**config.mk**
```make
export PLATFORM = sky130hd
export DESIGN_NAME = ppic_top
export DESIGN_NICKNAME = d
export VERILOG_FILES = /design/src/ppic_top.v /design/src/ppic_edge.v
export VERILOG_INCLUDE_DIRS = /design/src
export SDC_FILE = /design/constraint.sdc
export NUM_CORES = 1
export LEC_CHECK = 0
export BUFFER_PORTS_ARGS = -buffer_cell sky130_fd_sc_hd__buf_2
export CAP_MARGIN = 20
export CELL_PAD_IN_SITES_DETAIL_PLACEMENT = 1
export CELL_PAD_IN_SITES_GLOBAL_PLACEMENT = 1
export CORE_AREA = 2 2 101 83
export DETAILED_ROUTE_END_ITERATION = 10
export DIE_AREA = 0 0 103 85
export PLACE_DENSITY_LB_ADDON = 0.15
export SYNTH_ARGS = -nofsm -noshare
export SYNTH_HDL_FRONTEND = slang
export SYNTH_SLANG_ARGS = --single-unit
```
**constraint.sdc**
```tcl
create_clock -name i_clk -period 1.5 [get_ports i_clk]
set_input_delay 0 -clock i_clk [delete_from_list [all_inputs] [get_ports i_clk]]
set_output_delay 0 -clock i_clk [all_outputs]
set_load 0.03 [all_outputs]
```
**src/ppic_defs.vh**
```
// Constants for the port pin interrupt control block.
// Assumes a 25 MHz system clock and an Avalon-MM register bus.
`ifndef PPIC_DEFS_VH
`define PPIC_DEFS_VH

// ----------------------------------------------------------------
// Register byte addresses
// ----------------------------------------------------------------
`define PPIC_ADDR_W         8
`define PPIC_OFS_P0_FLAGS   8'h88
`define PPIC_OFS_P1_FLAGS   8'h8A
`define PPIC_OFS_P2_FLAGS   8'h8B
`define PPIC_OFS_CTRL       8'h8C
`define PPIC_OFS_P1_MASK    8'h90

// ----------------------------------------------------------------
// Control register fields
// ----------------------------------------------------------------
`define PPIC_CTRL_SPARE     6
`define PPIC_CTRL_P2_EN     5
`define PPIC_CTRL_P0H_EN    4
`define PPIC_CTRL_P0L_EN    3
`define PPIC_CTRL_P2_EDGE   2
`define PPIC_CTRL_P1_EDGE   1
`define PPIC_CTRL_P0_EDGE   0
`define PPIC_CTRL_WMASK     8'h7F
`define PPIC_CTRL_RESET     8'h00
`define PPIC_MASK_RESET     8'h00
`define PPIC_FLAG_RESET     8'h00
`define PPIC_P2_WMASK       8'h1F

`endif

```
**src/ppic_top.v**
```verilog
// Port pin interrupt control: control register, pending flags, masks.
// Assumes synchronous pin inputs and an Avalon-MM master.
//
// The implementer's own choice: the Avalon-MM interface to the registers.
`include "ppic_defs.vh"

module ppic_top (
  input  wire       i_clk,            // System clock, 25 MHz
  input  wire       i_rst_n,          // Async reset, active low
  input  wire [7:0] i_avs_address,    // Byte address
  input  wire       i_avs_read,       // Read strobe
  input  wire       i_avs_write,      // Write strobe
  input  wire [7:0] i_avs_writedata,  // Write data
  output reg  [7:0] o_avs_readdata,   // Read data
  output reg        o_avs_waitrequest,// Stall until answer
  input  wire [7:0] i_port0,          // Port 0 pins
  input  wire [7:0] i_port1,          // Port 1 pins
  input  wire [4:0] i_port2,          // Port 2 pins
  input  wire       i_resume,         // Bus resume event level
  output reg        o_port0_irq,      // Port 0 request level
  output reg        o_port1_irq,      // Port 1 request level
  output reg        o_port2_irq       // Port 2 request level
);

  // ----------------------------------------------------------------
  // Registers
  // ----------------------------------------------------------------
  reg  [7:0] port_interrupt_control;
  reg  [7:0] port1_pin_irq_mask;
  reg  [7:0] port0_pending_flags;
  reg  [7:0] port1_pending_flags;
  reg  [4:0] port2_pending_flags;
  reg        done;

  wire       port2_group_irq_enable;
  wire       port0_upper_irq_enable;
  wire       port0_lower_irq_enable;
  wire       port0_edge_select;
  wire       port1_edge_select;
  wire       port2_edge_select;
  wire [7:0] edge0;
  wire [7:0] edge1;
  wire [4:0] edge2;
  wire [7:0] hit0;
  wire [7:0] hit1;
  wire [4:0] hit2;
  wire       req;
  wire       wr;
  wire       resume_edge;
  reg        resume_prev;

  assign port2_group_irq_enable = port_interrupt_control[`PPIC_CTRL_P2_EN];
  assign port0_upper_irq_enable = port_interrupt_control[`PPIC_CTRL_P0H_EN];
  assign port0_lower_irq_enable = port_interrupt_control[`PPIC_CTRL_P0L_EN];
  assign port0_edge_select = port_interrupt_control[`PPIC_CTRL_P0_EDGE];
  assign port1_edge_select = port_interrupt_control[`PPIC_CTRL_P1_EDGE];
  assign port2_edge_select = port_interrupt_control[`PPIC_CTRL_P2_EDGE];

  // ----------------------------------------------------------------
  // Edge detection
  // ----------------------------------------------------------------
  // Port 0 edge choice
  ppic_edge #(.WIDTH(8)) u_edge0 (
    .i_clk   (i_clk),
    .i_rst_n (i_rst_n),
    .i_pins  (i_port0),
    .i_fall  (port0_edge_select),
    .o_edge  (edge0)
  );

  ppic_edge #(.WIDTH(8)) u_edge1 (
    .i_clk   (i_clk),
    .i_rst_n (i_rst_n),
    .i_pins  (i_port1),
    .i_fall  (port1_edge_select),
    .o_edge  (edge1)
  );

  ppic_edge #(.WIDTH(5)) u_edge2 (
    .i_clk   (i_clk),
    .i_rst_n (i_rst_n),
    .i_pins  (i_port2),
    .i_fall  (port2_edge_select),
    .o_edge  (edge2)
  );

  // Resume detected on rising edge only
  always @(posedge i_clk or negedge i_rst_n) begin
    if (!i_rst_n) begin
      resume_prev <= 1'b0;
    end else begin
      resume_prev <= i_resume;
    end
  end
  assign resume_edge = i_resume & ~resume_prev;

  // ----------------------------------------------------------------
  // Group gating
  // ----------------------------------------------------------------
  // Upper nibble gate
  assign hit0[7] = (edge0[7] | resume_edge) & port0_upper_irq_enable;
  assign hit0[6:4] = edge0[6:4] & {3{port0_upper_irq_enable}};
  assign hit0[3:0] = edge0[3:0] & {4{port0_lower_irq_enable}};
  assign hit1 = edge1 & port1_pin_irq_mask;
  assign hit2 = edge2 & {5{port2_group_irq_enable}};

  // ----------------------------------------------------------------
  // Avalon-MM slave, one wait cycle per access
  // ----------------------------------------------------------------
  assign req = (i_avs_read | i_avs_write) & ~done;
  assign wr  = i_avs_write & ~done;

  always @(posedge i_clk or negedge i_rst_n) begin
    if (!i_rst_n) begin
      done              <= 1'b0;
      o_avs_waitrequest <= 1'b1;
      o_avs_readdata    <= 8'h00;
    end else begin
      done              <= req;
      o_avs_waitrequest <= ~req;
      if (req && i_avs_read) begin
        case (i_avs_address)
          `PPIC_OFS_P0_FLAGS: o_avs_readdata <= port0_pending_flags;
          `PPIC_OFS_P1_FLAGS: o_avs_readdata <= port1_pending_flags;
          `PPIC_OFS_P2_FLAGS: o_avs_readdata <= {3'b000, port2_pending_flags};
          `PPIC_OFS_CTRL:     o_avs_readdata <= port_interrupt_control;
          `PPIC_OFS_P1_MASK:  o_avs_readdata <= port1_pin_irq_mask;
          default:            o_avs_readdata <= 8'h00;
        endcase
      end
    end
  end

  // ----------------------------------------------------------------
  // Control and mask registers
  // ----------------------------------------------------------------
  always @(posedge i_clk or negedge i_rst_n) begin
    if (!i_rst_n) begin
      port_interrupt_control <= `PPIC_CTRL_RESET;
      port1_pin_irq_mask     <= `PPIC_MASK_RESET;
    end else if (wr) begin
      if (i_avs_address == `PPIC_OFS_CTRL) begin
        port_interrupt_control <= i_avs_writedata & `PPIC_CTRL_WMASK;
      end
      if (i_avs_address == `PPIC_OFS_P1_MASK) begin
        port1_pin_irq_mask <= i_avs_writedata;
      end
    end
  end

  // ----------------------------------------------------------------
  // Pending flags, write 0 clears, set wins
  // ----------------------------------------------------------------
  always @(posedge i_clk or negedge i_rst_n) begin
    if (!i_rst_n) begin
      port0_pending_flags <= `PPIC_FLAG_RESET;
      port1_pending_flags <= `PPIC_FLAG_RESET;
      port2_pending_flags <= 5'b00000;
    end else begin
      port0_pending_flags <= (wr && i_avs_address == `PPIC_OFS_P0_FLAGS) ?
        ((port0_pending_flags & i_avs_writedata) | hit0) :
        (port0_pending_flags | hit0);
      // Port 1 flags clear on 0
      port1_pending_flags <= (wr && i_avs_address == `PPIC_OFS_P1_FLAGS) ?
        ((port1_pending_flags & i_avs_writedata) | hit1) :
        (port1_pending_flags | hit1);
      port2_pending_flags <= (wr && i_avs_address == `PPIC_OFS_P2_FLAGS) ?
        ((port2_pending_flags & i_avs_writedata[4:0]) | hit2) :
        (port2_pending_flags | hit2);
    end
  end

  // ----------------------------------------------------------------
  // Request outputs
  // ----------------------------------------------------------------
  always @(posedge i_clk or negedge i_rst_n) begin
    if (!i_rst_n) begin
      o_port0_irq <= 1'b0;
      o_port1_irq <= 1'b0;
      o_port2_irq <= 1'b0;
    end else begin
      o_port0_irq <= |port0_pending_flags;
      o_port1_irq <= |port1_pending_flags;
      o_port2_irq <= |port2_pending_flags;
    end
  end

endmodule

```
**src/ppic_edge.v**
```verilog
// Edge detector for one group of port pins.
// Assumes pin inputs already synchronous to i_clk.
module ppic_edge #(
  parameter WIDTH = 8
) (
  input  wire             i_clk,    // System clock
  input  wire             i_rst_n,  // Async reset, active low
  input  wire [WIDTH-1:0] i_pins,   // Pin levels
  input  wire             i_fall,   // 1 selects falling edge
  output wire [WIDTH-1:0] o_edge    // One-cycle edge pulses
);

  reg [WIDTH-1:0] prev;

  always @(posedge i_clk or negedge i_rst_n) begin
    if (!i_rst_n) begin
      prev <= {WIDTH{1'b0}};
    end else begin
      prev <= i_pins;
    end
  end

  assign o_edge = i_fall ? (prev & ~i_pins) : (~prev & i_pins);

endmodule

```
### Yosys cells after proc, flatten, opt, wreduce, memory -nomap -nowiden

Index checks and enable logic that the tools add are counted.

* reductions and logical operators: 9
* multiplexer cells: 7
* eq/ne operators: 5
* bitwise gates (word level): 34

Operators by type and width (number)
* $and A8 B8 Y8: 7
* $eq A8 B8 Y1 const B: 5
* $pmux W8 S5: 1
* $mux W8: 4
* $not A8 Y8: 4
* $or A8 B8 Y8: 4
* $and A5 B5 Y5: 4
* $reduce_or A8 Y1: 2
* $mux W5: 2
* $not A5 Y5: 2
* $or A5 B5 Y5: 2
* $reduce_or A5 Y1: 1
* $and A1 B1 Y1: 4
* $and A4 B4 Y4: 1
* $logic_and A1 B1 Y1: 4
* $reduce_and A2 Y1: 2
* $and A3 B3 Y3: 1
* $not A1 Y1: 3
* $or A1 B1 Y1: 2

* register bits: 71
* word-level logic and storage cells: 70
* output and inout port bits: 12
* input bits: 42

### Depth between registers and ports, before layout

Gate-level depths: netlist of run 1.

* depth in word-level cells: 7
* depth in mapped cells: 7
* depth with buffers taken out: 4

### Cells and area by module

From an unflattened synthesis of run 1, not the netlist that was laid out.

* cell total of the unflattened synthesis: 308
* area total of the unflattened synthesis: 3324.4 um2

Modules (own cells, without submodules)
* ppic_top: sequential area each 1252.5 um2, instances 1, area each 2356.0 um2, cells each 221
* ppic_edge (u_edge0 ...): sequential area each 200.2 um2, instances 2, area each 369.1 um2, cells each 33
* ppic_edge (u_edge2): sequential area each 125.1 um2, instances 1, area each 230.2 um2, cells each 21

### Worst setup path before layout of run 1

OpenSTA, ideal clock, no wires.

* path kind: input to register
* start point: input i_avs_address[1]
* end point: register port1_pin_irq_mask[0]
* arrival: 1.410 ns
* setup slack: -0.035 ns
* data required time: 1.375 ns
* stages on the path: 7
* library setup time: 0.125 ns
* buffers on the path: 3
* path through: buf_6 -> nor4b_4 -> and2_1 -> buf_6 -> and3_4 -> buf_12 -> mux2_4

* cells in the longest elaborated chain, start to end: 2

RTL lines
* start: declaration: RTL line ppic_top.v:10 `input wire [7:0] i_avs_address,`
* $eq A8 B8 Y1
* $reduce_and A2 Y1 (no source line)
* end signal: assignment: RTL line ppic_top.v:140 `` port1_pin_irq_mask <= `PPIC_MASK_RESET; ``
* end signal: assignment: RTL line ppic_top.v:146 `port1_pin_irq_mask <= i_avs_writedata;`
* end: declaration: RTL line ppic_top.v:29 `reg [7:0] port1_pin_irq_mask;`

Every way passes these cells.
A chain may end at the register's enable or synchronous reset.

### Worst setup path in the final report of run 1

* start point: register done
* end point: register port1_pin_irq_mask[3]

* cells in the longest elaborated chain, start to end: 3

RTL lines
* start: declaration: RTL line ppic_top.v:33 `reg done;`
* start signal: assignment: RTL line ppic_top.v:119 `done <= req;`
* $not A1 Y1: RTL line ppic_top.v:111 `assign wr = i_avs_write & ~done;`
* $and A1 B1 Y1: RTL line ppic_top.v:111
* $reduce_and A2 Y1 (no source line)

Every way passes these cells.

==> results of run 1 <==
## timing repair
| action | in CTS | in global routing |
|---|---|---|
| setup endpoints to repair | 0 | 8 |
| gates resized for setup | 0 | 4 |
| hold endpoints to repair | 119 | 0 |
| hold buffers | 32 | 0 |
## power groups by stage
stage	logic [W]	clock network, W	registers (W)
2_1_floorplan	0.000278	0	0.00228
3_3_place_gp	0.000562	0	0.00227
3_5_place_dp	0.000579	0	0.00228
4_1_cts	0.000646	0.00141	0.00224
5_1_grt	0.000714	0.00149	0.00226
6_report	0.000641	0.00136	0.00225
## state kept, by name, summed over array words and instances, names as in the netlist, 5 cells and up
register	flops
port1_pin_irq_mask	8
port2_pending_flags	5
port0_pending_flags	8
port_interrupt_control	7
u_edge0.prev	8
u_edge1.prev	8
port1_pending_flags	8
o_avs_readdata	8
u_edge2.prev	5
## logic make-up (layout without fill, tap and decap cells)
group / count (synthesis) / after routing / share of synthesized area
AOI/OAI and AO/OA: 78 / 78 / 0.1373
DFF: 71 / 71 / 0.5332
buffers and inverters: 20 / 120 / 0.03978
and+or+nand+nor: 123 / 123 / 0.2041
muxes: 21 / 21 / 0.08556
## worst max path at each step
| stage | from | slack, ns | cells after the start | endpoint |
|---|---|---|---|---|
| 2_1_floorplan | i_avs_address[1] | 0.02 | 7 | port1_pin_irq_mask[0] |
| 3_3_place_gp | i_avs_address[2] | 0.05 | 5 | o_avs_readdata[7] |
| 3_5_place_dp | i_avs_address[2] | 0.05 | 5 | o_avs_readdata[7] |
| 4_1_cts | done | 0.07 | 3 | port1_pin_irq_mask[3] |
| 5_1_grt | done | 0.02 | 4 | o_avs_readdata[6] |
| 6_report | done | 0.11 | 3 | port1_pin_irq_mask[3] |
## worst reg2reg max path: cells and delay by family (launching register included)
family,cells,cell delay (ns)
flops,1,0.38
mux,1,0.32
simple gates,2,0.58
## layout make-up
type | count | area share
Tap cell | 108 | 0.03187
Clock inverter | 6 | 0.008557
Sequential cell | 71 | 0.4193
Multi-Input combinational cell | 222 | 0.3376
Clock buffer | 10 | 0.03246
Timing Repair Buffer | 99 | 0.1658
Inverter | 5 | 0.004426
## cells in the final DEF, fill, tap and decap left out, types with 6 or more instances in the layout
cell | netlist | layout
sky130_fd_sc_hd__buf_2 | 2 | 53
sky130_fd_sc_hd__dlygate4sd3_1 | 0 | 32
sky130_fd_sc_hd__dfrtp_1 | 70 | 70
sky130_fd_sc_hd__a21oi_1 | 8 | 8
sky130_fd_sc_hd__buf_4 | 0 | 13
sky130_fd_sc_hd__nor4_1 | 6 | 6
sky130_fd_sc_hd__clkbuf_8 | 0 | 10
sky130_fd_sc_hd__nand2_1 | 48 | 48
sky130_fd_sc_hd__mux2i_1 | 6 | 6
sky130_fd_sc_hd__nor2_1 | 26 | 26
sky130_fd_sc_hd__o21ai_0 | 49 | 48
sky130_fd_sc_hd__mux2_4 | 15 | 15
sky130_fd_sc_hd__nor3b_1 | 17 | 17
sky130_fd_sc_hd__a22oi_1 | 6 | 6
## layer usage
metal,share of wire,up-vias,wire length (µm)
met1,0.47,1375,4264
met3,0.039,9,354
li1,-,1302,-
met2,0.48,62,4352
met5,0,-,0
met4,0.0084,0,76
## metrics by stage
stage	instances	setup slack, ns	total power, W	cell area (µm²)
after floorplan	313	0.02133	0.002558	3334
after global placement	473	0.04778	0.002832	3739
after detailed placement	473	0.04633	0.002856	3739
after CTS	521	0.07417	0.004301	4233
after global routing	521	0.02494	0.004464	4240
final	521	0.1087	0.004245	4240
==> flow_summary.html, run 1 <==
<table>
<tr><th>Metric</th><th>Value</th></tr>
<tr><th colspan="2">Job</th></tr>
<tr><td>Max-cap violations</td><td>0</td></tr>
<tr><th colspan="2">Synthesis</th></tr>
<tr><td>Largest area contributor in the netlist</td><td>sky130_fd_sc_hd__dfrtp_1</td></tr>
<tr><td>Gate count after technology mapping</td><td>313</td></tr>
<tr><td>Asr flop ratio synth</td><td>1.000</td></tr>
<tr><td>Leading post-synthesis cells by instance count</td><td>70 x sky130_fd_sc_hd__dfrtp_1, 49 x sky130_fd_sc_hd__o21ai_0, 48 x sky130_fd_sc_hd__nand2_1</td></tr>
<tr><td>Post-synth cell types</td><td>43</td></tr>
<tr><td>Leading cell types by total area after synthesis</td><td>sky130_fd_sc_hd__dfrtp_1 53%, sky130_fd_sc_hd__o21ai_0 7.4%, sky130_fd_sc_hd__mux2_4 6.8%</td></tr>
<tr><td>Total nets after synthesis</td><td>355</td></tr>
<tr><td>Most common cell in the netlist</td><td>sky130_fd_sc_hd__dfrtp_1</td></tr>
<tr><td>Number of synthesized flops with an enable pin</td><td>0</td></tr>
<tr><td>Portion of the post-synthesis area used by sequential elements</td><td>0.5332</td></tr>
<tr><td>Primary flip-flop cell chosen by synthesis mapping</td><td>sky130_fd_sc_hd__dfrtp_1</td></tr>
<tr><td>Count of yosys warnings during synthesis</td><td>0</td></tr>
<tr><td>Area fraction of the dominant cell type after synthesis</td><td>0.5253</td></tr>
<tr><td>Post-Synthesis Cell Area</td><td>3334 µm²</td></tr>
<tr><td>Mean cell area of the mapped netlist</td><td>10.65 µm²</td></tr>
<tr><td>#FFs+latches synth</td><td>71</td></tr>
<tr><th colspan="2">Global route</th></tr>
<tr><td>Number of global-route vias before repair</td><td>2926</td></tr>
<tr><td>All-Layer GR Usage</td><td>0.2248</td></tr>
<tr><td>Met1 routing resource usage after global routing</td><td>0.3067</td></tr>
<tr><td>Number of antenna violations at the first check in global routing</td><td>0</td></tr>
<tr><td>Pin count of the biggest net entering global routing</td><td>47</td></tr>
<tr><td>Global routing met2 resource utilization</td><td>0.3654</td></tr>
<tr><td>First-pass GRT wire length</td><td>14790 µm</td></tr>
<tr><td>Gr busiest metal</td><td>met2</td></tr>
<tr><td>Met3 Track Usage GR</td><td>0.05684</td></tr>
<tr><td>GRT Residual Overflow</td><td>0</td></tr>
<tr><th colspan="2">Min path</th></tr>
<tr><td>Worst Hold Depth</td><td>2</td></tr>
<tr><td>Worst hold-check path type</td><td>input pin to flip-flop</td></tr>
<tr><td>Startpoint of the lowest-slack hold path</td><td>i_avs_writedata[1]</td></tr>
<tr><td>Terminating pin of the worst hold path</td><td>port1_pin_irq_mask[1]</td></tr>
<tr><th colspan="2">Finish</th></tr>
<tr><td>Fill cell total of the finished layout</td><td>884</td></tr>
<tr><td>Fraction of final layout cells sized beyond drive strength 1</td><td>0.2615</td></tr>
<tr><td>Area taken by flip-flops and latches</td><td>1778 µm²</td></tr>
<tr><td>Utilization after layout</td><td>0.5461</td></tr>
<tr><td>Post-layout net count</td><td>450</td></tr>
<tr><td>Area delta synth-&gt;final</td><td>27.17%</td></tr>
<tr><td>Antenna diode count</td><td>0</td></tr>
<tr><td>Area of combinational cells with multiple inputs</td><td>1431 µm²</td></tr>
<tr><th colspan="2">Die</th></tr>
<tr><td>Die Wd</td><td>103 µm</td></tr>
<tr><td>Die footprint</td><td>8755 µm²</td></tr>
<tr><td>Vert. Die Dim</td><td>85 µm</td></tr>
<tr><td>Core area</td><td>7765 µm²</td></tr>
<tr><td>Number of top-level design ports</td><td>54</td></tr>
<tr><td>Rows</td><td>29</td></tr>
<tr><td>Starting density of the core</td><td>0.4294</td></tr>
<tr><th colspan="2">Setup path</th></tr>
<tr><td>Sequence of cells on the critical path</td><td>and2b_2 -&gt; and3_4 -&gt; mux2_4</td></tr>
<tr><td>Startpoint types</td><td>flip-flop</td></tr>
<tr><td>Crit path arrival time</td><td>1.63 ns</td></tr>
<tr><td>Worst R2R Setup Slack</td><td>0.11 ns</td></tr>
<tr><td>Critical path class</td><td>flip-flop to flip-flop</td></tr>
<tr><td>Slowest stage delay, CP</td><td>0.38 ns</td></tr>
<tr><td>Critical R2R Capture</td><td>port1_pin_irq_mask[3]</td></tr>
<tr><td>Gate family responsible for the most delay along the worst path</td><td>simple AND/OR/NAND/NOR gates</td></tr>
<tr><td>FF-to-FF Start</td><td>done</td></tr>
<tr><td>Master of the slowest instance on the critical path</td><td>sky130_fd_sc_hd__dfrtp_1</td></tr>
<tr><td>Required time of the critical path</td><td>1.73 ns</td></tr>
<tr><td>WP buf/inv</td><td>0</td></tr>
<tr><td>CP endpoint kind</td><td>flip-flop</td></tr>
<tr><td>Maximum fanout along the worst path</td><td>8</td></tr>
<tr><td>Worst Reg2Reg Path Length in Cells</td><td>3</td></tr>
<tr><th colspan="2">STA</th></tr>
<tr><td>Achievable frequency</td><td>0.7188 GHz</td></tr>
<tr><td>Time the worst path needs with I/O delays and setup</td><td>1.391 ns</td></tr>
<tr><td>Final-report max-slew violation count</td><td>0</td></tr>
<tr><td>Actual slew at the worst max-slew pin</td><td>0.4703 ns</td></tr>
<tr><td>Unrepaired setup endpoints after global routing</td><td>false</td></tr>
<tr><td>Final hold slack</td><td>0.005266 ns</td></tr>
<tr><td>Final Hold Viols</td><td>0</td></tr>
<tr><td>Clock tree skew after final layout</td><td>0.003784 ns</td></tr>
<tr><td>Share of the cycle needed by the critical path after routing</td><td>0.9275</td></tr>
<tr><td>Headroom to the max-slew limit</td><td>0.6865</td></tr>
<tr><td># setup viols final</td><td>0</td></tr>
<tr><td>Setup TNS</td><td>0 ns</td></tr>
<tr><th colspan="2">Routing</th></tr>
<tr><td>Vias</td><td>2748</td></tr>
<tr><td>Average wire per standard cell</td><td>17.36 µm</td></tr>
<tr><td>DRC Markers</td><td>0</td></tr>
<tr><td>Post-detailed-route via-to-cell ratio</td><td>5.274</td></tr>
<tr><td>Final antenna-violating net count</td><td>0</td></tr>
<tr><td>Aggregate routed wire length</td><td>9046 µm</td></tr>
<tr><td>First-pass iteration count of the detailed router</td><td>4</td></tr>
<tr><td>DRC violation total after the first TritonRoute iteration</td><td>76</td></tr>
<tr><th colspan="2">Power and ir drop</th></tr>
<tr><td>Sequential power share</td><td>0.529</td></tr>
<tr><td>Power density over cell area</td><td>1001 nW/µm²</td></tr>
<tr><td>Cell internal pwr</td><td>0.003014 W</td></tr>
<tr><td>Switching part of the total power</td><td>0.2898</td></tr>
<tr><td>Clock share of power</td><td>0.319</td></tr>
<tr><td>Psw</td><td>0.001230 W</td></tr>
<tr><td>Peak supply drop</td><td>523.0 µV</td></tr>
<tr><td>Static leakage power</td><td>1.945 nW</td></tr>
<tr><td>Combinational share of power</td><td>0.151</td></tr>
<tr><th colspan="2">Clock tree</th></tr>
<tr><td>Setup Buffers After CTS</td><td>0</td></tr>
<tr><td>Number of buffers on the longest clock path</td><td>2</td></tr>
<tr><td>Clock tree from TritonCTS</td><td>built</td></tr>
<tr><td>Deepest level of the CTS H-tree</td><td>3</td></tr>
<tr><td>Clock root cell</td><td>sky130_fd_sc_hd__clkbuf_8</td></tr>
<tr><td>Clock sink count</td><td>71</td></tr>
<tr><td>Latest clock arrival within the worst-skew pair</td><td>0.34 ns</td></tr>
<tr><td>Total CTS buffers</td><td>9</td></tr>
<tr><td>Clock transition at path regs</td><td>0.07 ns</td></tr>
<tr><th colspan="2">Placement</th></tr>
<tr><td>Gpl congestion</td><td>0.8464</td></tr>
<tr><td>Detailed placement HPWL</td><td>6524 µm</td></tr>
<tr><td>Count of buffers inserted at the top-level ports</td><td>53</td></tr>
<tr><th colspan="2">Outcome</th></tr>
<tr><td>Status</td><td>complete, no violations</td></tr>
</table>
Power figures use the tool's default switching activity.
==> inputs of run 2 (changes only) <==
--- a/config.mk
+++ b/config.mk
@@ -8,7 +8,7 @@
 export LEC_CHECK = 0
 export BUFFER_PORTS_ARGS = -buffer_cell sky130_fd_sc_hd__buf_2
 export CAP_MARGIN = 20
-export CELL_PAD_IN_SITES_DETAIL_PLACEMENT = 1
+export CELL_PAD_IN_SITES_DETAIL_PLACEMENT = 0
 export CELL_PAD_IN_SITES_GLOBAL_PLACEMENT = 1
 export CORE_AREA = 2 2 101 83
 export DETAILED_ROUTE_END_ITERATION = 10
==> flow_summary.html, run 2 (same netlist as run 1, synthesis figures left out) <==
<table>
<tr><th>Metric</th><th>Value</th></tr>
<tr><th colspan="2">Setup path</th></tr>
<tr><td>Critical R2R Capture</td><td>o_avs_readdata[6] (was port1_pin_irq_mask[3])</td></tr>
<tr><td>Critical path class</td><td>flip-flop to flip-flop (unchanged)</td></tr>
<tr><td>Worst Reg2Reg Path Length in Cells</td><td>4 (was 3)</td></tr>
<tr><td>Required time of the critical path</td><td>1.78 ns (was 1.73 ns)</td></tr>
<tr><td>FF-to-FF Start</td><td>done (unchanged)</td></tr>
<tr><td>Maximum fanout along the worst path</td><td>3 (was 8)</td></tr>
<tr><td>CP endpoint kind</td><td>flip-flop (unchanged)</td></tr>
<tr><td>Worst R2R Setup Slack</td><td>0.08 ns (was 0.11 ns)</td></tr>
<tr><td>Critical path origin</td><td>done (unchanged)</td></tr>
<tr><td>Crit path arrival time</td><td>1.70 ns (was 1.63 ns)</td></tr>
<tr><td>Startpoint types</td><td>flip-flop (unchanged)</td></tr>
<tr><th colspan="2">Job</th></tr>
<tr><td>Max-cap violations</td><td>0 (unchanged)</td></tr>
<tr><th colspan="2">Global route</th></tr>
<tr><td>All-Layer GR Usage</td><td>0.2084 (was 0.2248)</td></tr>
<tr><td>Number of global-route vias before repair</td><td>2678 (was 2926)</td></tr>
<tr><td>First-pass GRT wire length</td><td>13670 µm (was 14790 µm)</td></tr>
<tr><td>GRT Residual Overflow</td><td>0 (unchanged)</td></tr>
<tr><td>Pin count of the biggest net entering global routing</td><td>47 (unchanged)</td></tr>
<tr><td>Number of antenna violations at the first check in global routing</td><td>0 (unchanged)</td></tr>
<tr><th colspan="2">STA</th></tr>
<tr><td>Min setup slack post-route</td><td>0.08129 ns (was 0.1087 ns)</td></tr>
<tr><td>Unrepaired setup endpoints after global routing</td><td>false (unchanged)</td></tr>
<tr><td>Clock tree skew after final layout</td><td>0.007459 ns (was 0.003784 ns)</td></tr>
<tr><td>Time the worst path needs with I/O delays and setup</td><td>1.419 ns (was 1.391 ns)</td></tr>
<tr><td>Share of the cycle needed by the critical path after routing</td><td>0.9458 (was 0.9275)</td></tr>
<tr><td>Actual slew at the worst max-slew pin</td><td>0.4688 ns (was 0.4703 ns)</td></tr>
<tr><td>Headroom to the max-slew limit</td><td>0.6875 (was 0.6865)</td></tr>
<tr><td>Final-report max-slew violation count</td><td>0 (unchanged)</td></tr>
<tr><td>Final hold slack</td><td>0.05552 ns (was 0.005266 ns)</td></tr>
<tr><td>Achievable frequency</td><td>0.7049 GHz (was 0.7188 GHz)</td></tr>
<tr><td>Setup TNS</td><td>0 ns (unchanged)</td></tr>
<tr><td># setup viols final</td><td>0 (unchanged)</td></tr>
<tr><td>Final Hold Viols</td><td>0 (unchanged)</td></tr>
<tr><th colspan="2">Placement</th></tr>
<tr><td>Count of buffers inserted at the top-level ports</td><td>53 (unchanged)</td></tr>
<tr><td>Worst-case setup slack after placement</td><td>0.04780 ns (was 0.04633 ns)</td></tr>
<tr><td>Detailed placement HPWL</td><td>5972 µm (was 6524 µm)</td></tr>
<tr><td>Post-DP Area</td><td>3739 µm² (unchanged)</td></tr>
<tr><td>Gpl congestion</td><td>0.8464 (unchanged)</td></tr>
<tr><td>Cell total after placement</td><td>473 (unchanged)</td></tr>
<tr><th colspan="2">Die</th></tr>
<tr><td>Vert. Die Dim</td><td>85 µm (unchanged)</td></tr>
<tr><td>Core area</td><td>7765 µm² (unchanged)</td></tr>
<tr><td>Starting density of the core</td><td>0.4294 (unchanged)</td></tr>
<tr><td>Rows</td><td>29 (unchanged)</td></tr>
<tr><td>Number of top-level design ports</td><td>54 (unchanged)</td></tr>
<tr><td>Die Wd</td><td>103 µm (unchanged)</td></tr>
<tr><td>Die footprint</td><td>8755 µm² (unchanged)</td></tr>
<tr><th colspan="2">Finish</th></tr>
<tr><td>Most common cell after layout, fill and taps aside</td><td>sky130_fd_sc_hd__dfrtp_1 (unchanged)</td></tr>
<tr><td>Most frequent cells in the layout</td><td>70 x sky130_fd_sc_hd__dfrtp_1, 53 x sky130_fd_sc_hd__buf_2, 49 x sky130_fd_sc_hd__o21ai_0 (was 70 x sky130_fd_sc_hd__dfrtp_1, 53 x sky130_fd_sc_hd__buf_2, 48 x sky130_fd_sc_hd__o21ai_0, 48 x sky130_fd_sc_hd__nand2_1, 32 x sky130_fd_sc_hd__dlygate4sd3_1)</td></tr>
<tr><td>Fraction of final layout cells sized beyond drive strength 1</td><td>0.2578 (was 0.2615)</td></tr>
<tr><td>Post-layout net count</td><td>452 (was 450)</td></tr>
<tr><td>Antenna diode count</td><td>0 (unchanged)</td></tr>
<tr><td>Layout Cells excl Fill</td><td>523 (was 521)</td></tr>
<tr><td>Finished Cell Area</td><td>4274 µm² (was 4240 µm²)</td></tr>
<tr><td>Area delta synth-&gt;final</td><td>28.18% (was 27.17%)</td></tr>
<tr><th colspan="2">Routing</th></tr>
<tr><td>Aggregate routed wire length</td><td>8294 µm (was 9046 µm)</td></tr>
<tr><td>Vias</td><td>2659 (was 2748)</td></tr>
<tr><td>First-pass iteration count of the detailed router</td><td>4 (unchanged)</td></tr>
<tr><td>Post-detailed-route via-to-cell ratio</td><td>5.084 (was 5.274)</td></tr>
<tr><td>Final antenna-violating net count</td><td>0 (unchanged)</td></tr>
<tr><td>Average wire per standard cell</td><td>15.86 µm (was 17.36 µm)</td></tr>
<tr><td>DRC violation total after the first TritonRoute iteration</td><td>103 (was 76)</td></tr>
<tr><td>DRC Markers</td><td>0 (unchanged)</td></tr>
<tr><th colspan="2">Power and ir drop</th></tr>
<tr><td>Peak supply drop</td><td>661.7 µV (was 523.0 µV)</td></tr>
<tr><td>Combinational share of power</td><td>0.145 (was 0.151)</td></tr>
<tr><td>Psw</td><td>0.001224 W (was 0.001230 W)</td></tr>
<tr><td>Power density over cell area</td><td>1022 nW/µm² (was 1001 nW/µm²)</td></tr>
<tr><td>Sequential power share</td><td>0.513 (was 0.529)</td></tr>
<tr><td>Static leakage power</td><td>1.958 nW (was 1.945 nW)</td></tr>
<tr><td>Switching part of the total power</td><td>0.2803 (was 0.2898)</td></tr>
<tr><td>Clock share of power</td><td>0.342 (was 0.319)</td></tr>
<tr><td>Cell internal pwr</td><td>0.003144 W (was 0.003014 W)</td></tr>
<tr><th colspan="2">Clock tree</th></tr>
<tr><td>Clock transition at path regs</td><td>0.08 ns (was 0.07 ns)</td></tr>
<tr><td>Clock sink count</td><td>71 (unchanged)</td></tr>
<tr><td>Latest clock arrival within the worst-skew pair</td><td>0.36 ns (was 0.34 ns)</td></tr>
<tr><td>Number of buffers on the longest clock path</td><td>2 (unchanged)</td></tr>
<tr><td>Total CTS buffers</td><td>9 (unchanged)</td></tr>
<tr><td>Clock root cell</td><td>sky130_fd_sc_hd__clkbuf_8 (unchanged)</td></tr>
<tr><td>Deepest level of the CTS H-tree</td><td>3 (unchanged)</td></tr>
<tr><td>Clock tree from TritonCTS</td><td>built (unchanged)</td></tr>
<tr><th colspan="2">Outcome</th></tr>
<tr><td>Status</td><td>complete, no violations (unchanged)</td></tr>
<tr><th colspan="2">Min path</th></tr>
<tr><td>Worst hold-check path type</td><td>input pin to async pin (was input pin to flip-flop)</td></tr>
</table>
## run 2: changes by cell type in the layout (fill, tap and decap cells not counted), sizes merged
cell,change
dlygate4sd3,+2
bufinv,+1
clkinv,-1
## run 2: per-stage QoR
stage | power, W | utilization
2_1_floorplan | 0.002558 | -
3_3_place_gp | 0.002832 | 0.4815
3_5_place_dp | 0.002845 | 0.4815
4_1_cts | 0.004418 | 0.5496
5_1_grt | 0.004584 | 0.5504
6_report | 0.004368 | 0.5504
## run 2: power groups by stage
stage               logic (W)  registers [W]  clock network, W
global route         0.000704        0.00226           0.00162
detailed placement   0.000570        0.00227                 0
finish               0.000633        0.00224           0.00150
global placement     0.000562        0.00227                 0
CTS                  0.000640        0.00224           0.00154
floorplan            0.000278        0.00228                 0
## run 2: layout make-up
class                      instances  area, µm²
timing repair buffer             101      723.2
sequential                        71       1778
fill                             703       3491
clock inverter                     6      61.31
tap                              108      135.1
multi-input combinational        222       1430
inverter                           5      18.77
clock buffer                      10      127.6
## run 2: worst max path at each step
stage	cells after the start	end	slack, ns
floorplan	7	port1_pin_irq_mask[0]	0.02
global placement	5	o_avs_readdata[7]	0.05
detailed placement	5	o_avs_readdata[7]	0.05
CTS	3	port1_pin_irq_mask[3]	0.08
global route	4	o_avs_readdata[6]	0.001
finish	4	o_avs_readdata[6]	0.08
## run 2: critical path, cell delays in order (launching register included)
cell and delay [ns]:
sky130_fd_sc_hd__dfrtp_1 0.38, sky130_fd_sc_hd__nand2b_1 0.16, sky130_fd_sc_hd__a2111oi_0 0.39, sky130_fd_sc_hd__o21ai_0 0.23, sky130_fd_sc_hd__o21ai_0 0.19
## run 2: repair_timing
item                                    4_1_cts  5_1_grt
hold buffers                                 34        0
endpoints found under the setup margin        0       13
setup buffers                                 0        0
endpoints found under the hold margin       127        0
gates resized for setup                       0        2
## run 2: layer usage
layer / global-route usage / part of all wire
met5: 0 / 0
met4: 0.06938 / 0.022
met3: 0.05107 / 0.031
met2: 0.3099 / 0.44
met1: 0.2995 / 0.51
